===== src/logic/spc_pkg.sv =====
// Timing constants for the dual-port RAM write-cycle host controller
package spc_pkg;

    localparam int CLK_PERIOD_NS = 10;
    localparam int ADDR_W = 11;
    localparam int DATA_W = 8;
    localparam int CNT_W = 8;

    // Slowest speed grade, so every grade is served
    localparam int CE_TO_END_NS = 90;
    localparam int ADDR_TO_END_NS = 90;
    localparam int ADDR_SETUP_NS = 0;
    localparam int WRITE_PULSE_NS = 55;
    localparam int WRITE_RECOVERY_NS = 0;
    localparam int DATA_TO_END_TIME_NS = 40;
    localparam int DATA_HOLD_NS = 0;
    localparam int WE_TO_HIGHZ_NS = 40;
    localparam int BUSY_ACCESS_NS = 50;

    function automatic int ceil_cyc(input int ns);
        int c;
        c = (ns + CLK_PERIOD_NS - 1) / CLK_PERIOD_NS;
        return (c < 1) ? 1 : c;
    endfunction

    function automatic int max2(input int a, input int b);
        return (a > b) ? a : b;
    endfunction

    localparam int EW_CYC = ceil_cyc(CE_TO_END_NS);
    localparam int AW_CYC = ceil_cyc(ADDR_TO_END_NS);
    localparam int AS_CYC = ceil_cyc(ADDR_SETUP_NS);
    localparam int WP_CYC = ceil_cyc(WRITE_PULSE_NS);
    localparam int WR_CYC = ceil_cyc(WRITE_RECOVERY_NS);
    localparam int DW_CYC = ceil_cyc(DATA_TO_END_TIME_NS);
    localparam int WZ_CYC = ceil_cyc(WE_TO_HIGHZ_NS);
    localparam int BAA_CYC = ceil_cyc(BUSY_ACCESS_NS);

    // Strobe length without and with the output gate held low
    localparam int PULSE_GATE_HIGH = max2(max2(EW_CYC, AW_CYC), max2(WP_CYC, DW_CYC));
    localparam int PULSE_GATE_LOW = max2(PULSE_GATE_HIGH, WZ_CYC + DW_CYC);

    typedef enum logic [2:0] {
        ST_IDLE,
        ST_SETUP,
        ST_BUSY_WAIT,
        ST_STROBE,
        ST_RECOVER
    } spc_state_type;

endpackage


===== src/logic/spc_cycle_counter.sv =====
// Saturating cycle counter that restarts on a clear pulse
module spc_cycle_counter #(
    parameter int WIDTH = 8
) (
    input wire logic i_clk,
    input wire logic i_sys_rst,
    input wire logic i_clear,
    output logic [WIDTH-1:0] o_count
);
    wire at_max = &o_count;

    always_ff @(posedge i_clk) begin
        if (i_sys_rst || i_clear) begin
            o_count <= '0;
        end else if (!at_max) begin
            o_count <= o_count + 1'b1;
        end
    end
endmodule


===== src/logic/spc_write_host.sv =====
// Host-side write-cycle sequencer for one port of an asynchronous dual-port RAM
////////////////////////////////////////////////////////////////////////////////
module spc_write_host
    import spc_pkg::*;
(
    input wire logic i_clk,
    input wire logic i_sys_rst,
    input wire logic i_req,
    input wire logic [ADDR_W-1:0] i_addr,
    input wire logic [DATA_W-1:0] i_data,
    input wire logic i_gate_low,
    input wire logic i_pair_mode,
    input wire logic [DATA_W-1:0] i_io_in,
    output logic o_ready,
    output logic o_done,
    output logic [ADDR_W-1:0] o_addr,
    output logic o_ce_n,
    output logic o_we_n,
    output logic o_oe_n,
    output logic [DATA_W-1:0] o_io_out,
    output logic o_io_oe_n
);
    ////////////////////////////////////////////////////////////////////////////
    // Sequencer
    spc_state_type state;
    spc_state_type next_state;
    logic [CNT_W-1:0] cnt;
    logic [DATA_W-1:0] data_hold;
    logic gate_low;
    logic pair_mode;

    // Pin readback, used only to confirm the byte that the host drives
    logic [DATA_W-1:0] io_meta;
    logic [DATA_W-1:0] io_sync;

    wire state_change = (next_state != state);
    wire [CNT_W-1:0] next_idx = state_change ? '0 : cnt + 1'b1;
    wire [CNT_W-1:0] pulse_len = gate_low ? CNT_W'(PULSE_GATE_LOW)
                                          : CNT_W'(PULSE_GATE_HIGH);
    wire [CNT_W-1:0] drive_at = gate_low ? CNT_W'(WZ_CYC) : '0;
    wire setup_done = (cnt == CNT_W'(AS_CYC - 1));
    wire wait_done = (cnt == CNT_W'(BAA_CYC - 1));
    wire strobe_done = (cnt == pulse_len - 1'b1);
    wire recover_done = (cnt == CNT_W'(WR_CYC - 1));
    wire next_strobe = (next_state == ST_STROBE);
    wire next_drive = next_strobe && (next_idx >= drive_at);
    wire take = (state == ST_IDLE) && i_req;
    // Gate choice of the request being taken, so no stale level leaks into set-up
    wire gate_now = take ? i_gate_low : gate_low;

    spc_cycle_counter #(.WIDTH(CNT_W)) u_counter (
        .i_clk(i_clk),
        .i_sys_rst(i_sys_rst),
        .i_clear(state_change),
        .o_count(cnt)
    );

    always_comb begin
        next_state = state;
        unique case (state)
            ST_IDLE: begin
                if (i_req) begin
                    next_state = ST_SETUP;
                end
            end
            ST_SETUP: begin
                if (setup_done) begin
                    next_state = pair_mode ? ST_BUSY_WAIT : ST_STROBE;
                end
            end
            ST_BUSY_WAIT: begin
                if (wait_done) begin
                    next_state = ST_STROBE;
                end
            end
            ST_STROBE: begin
                if (strobe_done) begin
                    next_state = ST_RECOVER;
                end
            end
            ST_RECOVER: begin
                if (recover_done) begin
                    next_state = ST_IDLE;
                end
            end
        endcase
    end

    always_ff @(posedge i_clk) begin
        if (i_sys_rst) begin
            state <= ST_IDLE;
        end else begin
            state <= next_state;
        end
    end

    // Address only moves in idle, where both strobes are high
    always_ff @(posedge i_clk) begin
        if (i_sys_rst) begin
            o_addr <= '0;
            data_hold <= '0;
            gate_low <= 1'b0;
            pair_mode <= 1'b0;
        end else if (take) begin
            o_addr <= i_addr;
            data_hold <= i_data;
            gate_low <= i_gate_low;
            pair_mode <= i_pair_mode;
        end
    end

    ////////////////////////////////////////////////////////////////////////////
    // Pin drivers
    always_ff @(posedge i_clk) begin
        if (i_sys_rst) begin
            o_ce_n <= 1'b1;
            o_we_n <= 1'b1;
            o_oe_n <= 1'b1;
            o_io_out <= '0;
            o_io_oe_n <= 1'b1;
            o_ready <= 1'b0;
            o_done <= 1'b0;
        end else begin
            // Both strobes fall together to keep the RAM outputs quiet
            o_ce_n <= !next_strobe;
            o_we_n <= !next_strobe;
            o_oe_n <= !(gate_now && (next_state != ST_IDLE));
            o_io_out <= data_hold;
            o_io_oe_n <= !next_drive;
            o_ready <= (next_state == ST_IDLE);
            o_done <= (state == ST_RECOVER) && recover_done;
        end
    end

    always_ff @(posedge i_clk) begin
        if (i_sys_rst) begin
            io_meta <= '0;
            io_sync <= '0;
        end else begin
            io_meta <= i_io_in;
            io_sync <= io_meta;
        end
    end

    ////////////////////////////////////////////////////////////////////////////
    // Checks on the pins
    logic [CNT_W-1:0] low_cnt;
    logic [CNT_W-1:0] addr_age;
    logic [CNT_W-1:0] drive_cnt;
    logic [ADDR_W-1:0] addr_prev;

    always_ff @(posedge i_clk) begin
        if (i_sys_rst) begin
            low_cnt <= '0;
            addr_age <= '0;
            drive_cnt <= '0;
            addr_prev <= '0;
        end else begin
            addr_prev <= o_addr;
            low_cnt <= o_we_n ? '0 : low_cnt + 1'b1;
            drive_cnt <= o_io_oe_n ? '0 : drive_cnt + 1'b1;
            if (o_addr != addr_prev) begin
                addr_age <= '0;
            end else if (!(&addr_age)) begin
                addr_age <= addr_age + 1'b1;
            end
        end
    end
endmodule


===== config.mk =====
export PLATFORM = sky130hd
export DESIGN_NAME = spc_write_host
export DESIGN_NICKNAME = d
export VERILOG_FILES = /design/src/logic/spc_pkg.sv /design/src/logic/spc_cycle_counter.sv /design/src/logic/spc_write_host.sv
export SDC_FILE = /design/constraint.sdc
export NUM_CORES = 1
export LEC_CHECK = 0
export ABC_AREA = 1
export BUFFER_PORTS_ARGS = -buffer_cell sky130_fd_sc_hd__buf_4
export CAP_MARGIN = 20
export CORE_MARGIN = 5
export CORE_UTILIZATION = 25
export CTS_CLUSTER_DIAMETER = 80
export DETAILED_ROUTE_END_ITERATION = 12
export HOLD_SLACK_MARGIN = 0.05
export MAX_ROUTING_LAYER = met4
export SYNTH_ARGS = -nofsm -noshare
export SYNTH_HDL_FRONTEND = slang
export SYNTH_SLANG_ARGS = --single-unit

===== constraint.sdc =====
create_clock -name i_clk -period 1.85 [get_ports i_clk]
set_input_delay 0.37 -clock i_clk [delete_from_list [all_inputs] [get_ports i_clk]]
set_output_delay 0.37 -clock i_clk [all_outputs]
set_load 0.01 [all_outputs]

Word-level counts from Yosys, hierarchy flattened

Index checks and enable logic that the tools add are counted.

Input bits: 32
Logic and storage cells: 45
Register bits: 45

Equal/unequal tests: 8
Reduce and logical (&&, ||, !) cells: 13
Magnitude comparators: 1
Multiplexer cells: 10
Add/sub/neg operators: 1

Operators by type and width:

| kind                | count |
|---|---|
| $mux 3              | 6 |
| $pmux 3 s5          | 1 |
| $eq 3x2->1 const B  | 3 |
| $add 8x1->8 const B | 1 |
| $eq 8x3->1 const B  | 1 |
| $eq 8x4->1 const B  | 1 |
| $ge 8x3->1          | 1 |
| $logic_not 8->1     | 1 |
| $mux 8              | 1 |
| $reduce_and 8->1    | 1 |
| $logic_not 3->1     | 2 |
| $logic_and 1x1->1   | 4 |
| $eq 3x1->1 const B  | 1 |
| $eq 3x3->1 const B  | 1 |
| $logic_not 1->1     | 3 |
| $ne 3x3->1          | 1 |
| $reduce_bool 3->1   | 1 |
| $mux 1              | 2 |
| $logic_or 1x1->1    | 1 |

Depth between registers and ports, before layout

Gate-level depths: netlist (run 1).

Depth after elaboration: 8
Mapped depth: 17

Modules after synthesis

Synthesis (run 1) repeated with hierarchy kept, for this count alone.

Cell total of the unflattened synthesis: 278
Area, all modules: 2049.5 um^2

Modules (own cells, without submodules):

| module            | cells each | area an instance (um^2) | times used |
|---|---|---|---|
| spc_write_host    | 213        | 1621.6                  | 1 |
| spc_cycle_counter | 65         | 427.9                   | 1 |

Least setup slack after synthesis (run 1)

No wires, ideal clock.

Kind: reg-to-reg
Start point: reg u_counter.o_count[0]
End point: reg o_io_oe_n
Path buffers: 0
Data required time: 1.738 ns
Path slack: -0.031 ns
Arrival: 1.769 ns
Cell stages (with the launch flop): 16
Setup time: 0.112 ns
Path through: dfxtp_1 -> inv_1 -> ha_1 -> nand3_1 -> nor2_1 -> nor2_2 -> nor2_2 -> nand3_1 -> nand3_1 -> nand2_2 -> nor2_4 -> nand2_1 -> ha_1 -> nand2_1 -> nand2_1 -> nand2_1

Longest elaborated chain between the ends: 8
Elaborated cells on any way between the ends: 15
Classes of those cells: add/sub (1); order compare (1); eq/ne (4); mux (6); reduce/logical (3)

RTL lines:

| what                                     | line                    | source |
|---|---|---|
| start: declaration                       | spc_cycle_counter.sv:8  | `output logic [WIDTH-1:0] o_count` |
| start signal: assignment                 | spc_cycle_counter.sv:16 | `o_count <= o_count + 1'b1;` |
| $eq 8x4->1, or another cell as far along | spc_write_host.sv:43    | `wire strobe_done = (cnt == pulse_len - 1'b1);` |
| $mux 3, on equally long branches         | -                       |  |
| $pmux 3 s5                               | spc_write_host.sv:60    | `unique case (state)` |
| $ne 3x3->1                               | spc_write_host.sv:36    | `wire state_change = (next_state != state);` |
| $mux 8                                   | spc_write_host.sv:37    | `wire [CNT_W-1:0] next_idx = state_change ? '0 : cnt + 1'b1;` |
| $ge 8x3->1                               | spc_write_host.sv:46    | `wire next_drive = next_strobe && (next_idx >= drive_at);` |
| $logic_and 1x1->1 *                      | spc_write_host.sv:46    |  |
| $logic_not 1->1 *                        | spc_write_host.sv:129   | `o_io_oe_n <= !next_drive;` |
| end signal: assignment                   | spc_write_host.sv:129   |  |
| end: declaration                         | spc_write_host.sv:21    | `output logic o_io_oe_n` |

Mark *: on every way between the ends. The rest lies on a longest branch, timed or not.
A chain may end at the register's enable or synchronous reset.

Worst setup path after layout (run 1)

Ends and elaborated chain as after synthesis.

==> impl_metrics.yaml, run 1 <==
run_status:
  status: "complete, but fails checks"
  violations: "negative setup slack"
cts:
  cts_hold_buf: 0
  clock-sinks: 45
  htreeDepth: 2
  clock-root-buffer: "clkbuf_8"
  clockBufferDepth: 2
  cts_tree: "built"
  clkTransAtPathRegs_ns: 0.08
  cts-buffers-inserted: 5
  clk_latency_ns: 0.29
critical_path:
  critPathArrivalTime_ns: 2.06
  cp-end-kind: "flop"
  critPathKind: "flop to flop"
  critPathRequiredTime_ns: 2.04
  worstRegToRegCells: 15
  startpoint_type: "flop"
  crit_fanout: 4
timing:
  worst_slew_pin_slew_ns: 0.427
  maxSlewViolCount: 0
  fin_worst_skew_ns: 0.00493
  setup-tns-final_ns: -0.0215
  grt_setup_unrepaired: "yes"
  max_freq_ghz: 0.534
  relSlewSlack_pct: 71.5
  setup_violations: 1
  final.period_utilization_pct: 101
  setup_slack_ns: -0.0215
  fin_crit_ns: 1.87
  whs_ns: 0.295
  finalHoldViolations: 0
synthesis:
  yosys.area.top_type_share_pct: 49.1
  syn_inst: 244
  synth_nets: 279
  ys_ff_latch: 45
  async_flop_share_pct: 0
  synth-edff-count: 0
  yosys.area.top_type: "dfxtp_1"
  syn_area_per_cell_um2: 7.51
  synthTopCellsByArea: "dfxtp_1 (49%), nor2_1 (11%), o21ai_0 (6.6%)"
  synth.distinct_cells: 24
  yosysWarnings: 0
  synth.most_common_cell: "nor2_1"
  ys_seq_area_share_pct: 49.1
  synth_flop_cell: "dfxtp_1"
  syn_area_um2: 1830
  synth_common_cells: "nor2_1 (56), dfxtp_1 (45), nand2_1 (30)"
global_routing:
  grt_util_met2_pct: 18.0
  grt_max_degree: 28
  met3_usage_pct: 3.08
  grt_busiest_layer: "met2"
  antenna_found_initial: 0
  use_met1_pct: 11.1
  grt_pass1_vias: 1673
  grt_usage_pct: 10.2
  grt_pass1_wl_um: 7110
  overflow: 0
detailed_routing:
  ant_nets: 0
  viasPerCell: 4.19
  drt_iter0_drc: 53
  drc: 0
  firstDrtPassIters: 6
  drt_wl_total_um: 4410
  wl_per_cell_um: 10.8
  vias: 1712
floorplanning:
  floorplan.rows: 31
  start_util_pct: 25.4
  die_h_um: 95.6
  core_area_um2: 7210
  io_pins: 57
  die_w_um: 95.6
  dieArea_um2: 9140
pwr:
  peakVddDrop_v: 0.000520
  powerDensity_nw_per_um2: 1310
  leakage_nw: 1.21
  power_w: 0.00340
job:
  drv_cap: 0
cells_and_area:
  final_area_um2: 2600
  antenna_cells: 0
  area_delta_synth_final_pct: 41.7
  multi_input_area_um2: 865
  fin_nets: 345
  fill_cells: 801
  drive_gt1_share_pct: 36.5
  seq_area_um2: 910
worst_hold_path:
  hold_path_class: "input port to flop"
  hold_depth: 3
placement:
  numPortBuffers: 48
  post_dp_cell_area_um2: 2400
  dpl.hpwl_um: 3240
  routabilityCongestion: 0.781
==> report_power, final <==
group | internal, W | switching, W
clock network | 0.000262 | 0.000324
registers | 0.00119 | 0.000115
logic | 0.000673 | 0.000834
==> layout make-up <==
class	count	area share, %
clock buffers	6	2.79
clock inverters	1	0.337
inverters	30	4.43
multi-input cells	161	33.3
flip-flops and latches	45	35.0
well taps	99	4.77
repair buffers	67	19.4
==> placed cells by master (no fill, tap or decap) <==
cell type,instances
a21oi_1,12
a21oi_2,3
buf_4,67
clkbuf_1,1
clkbuf_8,5
clkinv_4,1
dfxtp_1,40
dfxtp_2,4
dfxtp_4,1
ha_1,2
ha_4,1
inv_1,24
inv_2,5
inv_4,1
nand2_1,23
nand2_2,9
nand2_4,1
nand3_1,7
nand3_2,4
nand3_4,1
nand4_1,4
nor2_1,52
nor2_2,5
nor2_4,4
nor3_1,3
o21ai_0,23
o21ai_1,1
or2_2,1
xnor2_1,2
xor2_1,3
==> flip-flops by register name (all words and copies together) (netlist names) <==
name / cells
o_addr: 11
data_hold: 8
o_io_out: 8
u_counter.o_count: 8
state: 3
gate_low: 1
o_done: 1
o_io_oe_n: 1
o_oe_n: 1
o_ready: 1
o_we_n: 1
pair_mode: 1
==> path summary, 6_finish.rpt <==
path                                                         from  slack (ns)                endpoint
worst min-delay path                                    i_addr[9]        0.30  o_addr[9]$_SDFFE_PP0P_
worst min register to register          data_hold[6]$_SDFFE_PP0P_        0.43  o_io_out[6]$_SDFF_PP0_
worst max-delay path            u_counter.o_count[0]$_SDFFE_PP0N_       -0.02    o_io_oe_n$_SDFF_PP1_
worst max register to register  u_counter.o_count[0]$_SDFFE_PP0N_       -0.02    o_io_oe_n$_SDFF_PP1_
==> metal layers <==
layer	wire length [µm]	share of wire, %
met1	1940	44
met2	2220	50
met3	198	4.5
met4	48	1.1
met5	0	0
==> metrics by stage <==
stage	setup slack, ns	std cells	util (%)
floorplan	0.00275	244	-
global placement	-0.0790	399	33.3
detailed placement	-0.112	399	33.3
CTS	-0.0530	407	35.1
global route	-0.160	409	36.0
finish	-0.0215	409	36.0
==> logic make-up after synthesis <==
| group | Yosys count | share of synthesized area (%) |
|---|---|---|
| flip-flops | 45 | 49.1 |
| AND/OR/NAND/NOR | 114 | 27.2 |
| AO/OA/AOI/OAI | 39 | 11.1 |
| buffers and inverters | 38 | 8.12 |
| XOR/XNOR | 5 | 2.39 |
| adder cells (fa/ha/maj) | 3 | 2.05 |
==> critical path, cell delays in order (launching register included) <==
cell and delay [ns]:
dfxtp_2 0.33, inv_2 0.07, ha_4 0.16, nand2_2 0.07
nor2_4 0.17, inv_2 0.06, nand2_2 0.07, nand3_1 0.07
nand2_1 0.09, nand3_2 0.10, nor2_4 0.12, nand2_1 0.06
ha_1 0.27, nand2_1 0.05, nand2_1 0.06, nand2_1 0.04
==> repair_timing <==
| item | in CTS | in global routing |
|---|---|---|
| pin swaps | 11 | 11 |
| gates resized for setup | 11 | 19 |
| setup endpoints to repair | 1 | 9 |
| buffers inserted | 1 | 2 |
No activity file was read; power rests on OpenSTA's default activity.
==> run 2, diff against run 1 <==
BUFFER_PORTS_ARGS = -buffer_cell sky130_fd_sc_hd__buf_2   (was -buffer_cell sky130_fd_sc_hd__buf_4)
CORE_MARGIN = unset   (was 5)
MAX_ROUTING_LAYER = unset   (was met4)
==> run 2 against run 1 <==
Clock power grew 6.8%; core utilization shrank 0.74 points; sequential share of layout area grew 2.1 points; non-clock buffer count shrank 3; the run still ends with negative setup slack left; clock-buffer cell count is the same; combinational power shrank 8%; setup slack lost 0.0073 ns; clock skew grew 0.00091 ns; largest power group unchanged; critical path depth is the same; die area shrank 16%.
==> impl_metrics.yaml, run 2 (synthesis results as in run 1) <==
cells_and_area:
  largest_register_ffs: 11
  layout_commonest_cell: "nor2_1"
  antenna_cells: 0
  fill_cells: 744
  drive_gt1_share_pct: 34.2
  final_core_util_pct: 35.3
  fin_nets: 342
  area_delta_synth_final_pct: 33.6
  final_area_um2: 2450
  top_register: "o_addr"
  final_cell_mix: "nor2_1 (54), buf_2 (48), dfxtp_1 (41), nand2_1 (27), inv_1 (24)"
floorplanning:
  die_w_um: 87.6
  dieArea_um2: 7680
  io_pins: 57
  floorplan.rows: 30
  die_h_um: 87.6
  start_util_pct: 26.4
  core_area_um2: 6940
cts:
  clock-root-buffer: "clkbuf_8"
  clkTransAtPathRegs_ns: 0.08
  htreeDepth: 2
  cts-buffers-inserted: 5
  cts_tree: "built"
  clk_latency_ns: 0.30
  clock-sinks: 45
  clockBufferDepth: 2
  cts_hold_buf: 0
global_routing:
  overflow: 0
  antenna_found_initial: 0
  grt_usage_pct: 11.2
  grt_pass1_wl_um: 6610
  grt_max_degree: 21
  grt_pass1_vias: 1532
detailed_routing:
  vias: 1681
  wl_per_cell_um: 10.1
  drc: 0
  firstDrtPassIters: 4
  viasPerCell: 4.17
  drt_iter0_drc: 30
  drt_wl_total_um: 4090
  ant_nets: 0
critical_path:
  worstRegToRegCells: 15
  critPathRequiredTime_ns: 2.06
  crit_path_cell_trace: "inv_2 > ha_4 > nand3_4 > nor2_4 > nor2_2 > nor2_2 > nand3_2 > nand3_2 > nand2_2 > nor2_4 > nand2_1 > ha_1 > nand2_1 > nand2_1 > nand2_1"
  critPathArrivalTime_ns: 2.08
  crit_path_max_incr_delay_ns: 0.33
  cp_common_cell: "nand2_1"
  startpoint_type: "flop"
  cp-end-kind: "flop"
  crit_fanout: 3
  critPathSlowestCell: "dfxtp_2"
  critPathKind: "flop to flop"
pwr:
  leakage_nw: 1.16
  peakVddDrop_v: 0.000524
  sw_frac_of_total_pct: 38.0
  switching_power_w: 0.00126
  share_comb_of_total_power_pct: 41.9
  internal-power_w: 0.00205
  clkPwrFrac_pct: 18.9
  power_frac_seq_pct: 39.2
  powerDensity_nw_per_um2: 1350
timing:
  grt_setup_unrepaired: "yes"
  final.period_utilization_pct: 102
  setup_violations: 1
  setup_slack_ns: -0.0288
  worst_slew_pin_slew_ns: 0.542
  max_freq_ghz: 0.532
  setup-tns-final_ns: -0.0288
  fin_worst_skew_ns: 0.00583
  fin_crit_ns: 1.88
  maxSlewViolCount: 0
  finalHoldViolations: 0
  relSlewSlack_pct: 63.9
placement:
  numPortBuffers: 48
  post-place-ws_ns: -0.0706
  post_dp_cell_area_um2: 2270
  dpl.hpwl_um: 2960
  routabilityCongestion: 0.815
worst_hold_path:
  hold_depth: 3
  hold_path_class: "input port to flop"
run_status:
  violations: "negative setup slack"
  status: "complete, but fails checks"
job:
  drv_cap: 0
[run 2: final timing paths]
path | slack [ns] | to | from
max reg2reg | -0.03 | o_io_oe_n$_SDFF_PP1_ | u_counter.o_count[0]$_SDFFE_PP0N_
min | 0.29 | o_addr[6]$_SDFFE_PP0P_ | i_addr[6]
max | -0.03 | o_io_oe_n$_SDFF_PP1_ | u_counter.o_count[0]$_SDFFE_PP0N_
min reg2reg | 0.43 | o_io_out[3]$_SDFF_PP0_ | data_hold[3]$_SDFFE_PP0P_
[run 2: power by group through the flow]
stage / clock network, W / logic (W) / registers [W]
global placement: 0 / 0.00123 / 0.00131
finish: 0.000626 / 0.00139 / 0.00130
CTS: 0.000654 / 0.00128 / 0.00129
global route: 0.000685 / 0.00158 / 0.00133
floorplan: 0 / 0.000775 / 0.00137
detailed placement: 0 / 0.00125 / 0.00131
[run 2: stage by stage]
| step | std cells | hold slack (ns) | total power, W |
|---|---|---|---|
| 5_1_grt | 403 | 0.283 | 0.00359 |
| 3_5_place_dp | 394 | 0.420 | 0.00256 |
| 6_report | 403 | 0.287 | 0.00331 |
| 4_1_cts | 401 | 0.279 | 0.00322 |
| 2_1_floorplan | 244 | 0.410 | 0.00214 |
| 3_3_place_gp | 394 | 0.416 | 0.00254 |
[run 2: metal layers]
metal,routed length (µm),vias to the layer above,GRT usage [%],part of all wire (%)
li1,-,887,-,-
met1,1910,741,13.3,47
met5,0,-,0,0
met4,104,0,5.81,2.5
met3,242,8,3.68,5.9
met2,1840,45,18.3,45
[run 2: timing repair]
action,in CTS,in global routing
gates resized for setup,5,18
pin swaps,3,12
cloned,0,0
endpoints found under the setup margin,1,19
setup buffers,0,2
[run 2: critical path, delay by kind of cell (launching register included)]
kind,cells,cell delay [ns]
and+or+nand+nor,12,0.97
buffers and inverters,1,0.08
DFF,1,0.33
adders and majority gates,2,0.43
[run 2: final cells by class]
cell class              count  area (µm²)  share of cell area [%]
clock buffers               6        82.6                    3.37
repair buffers             64         360                    14.7
clock inverters             1        7.51                   0.307
flip-flops and latches     45         908                    37.1
inverters                  30         113                    4.60
well taps                  96         120                    4.91
multi-input cells         161         857                    35.0
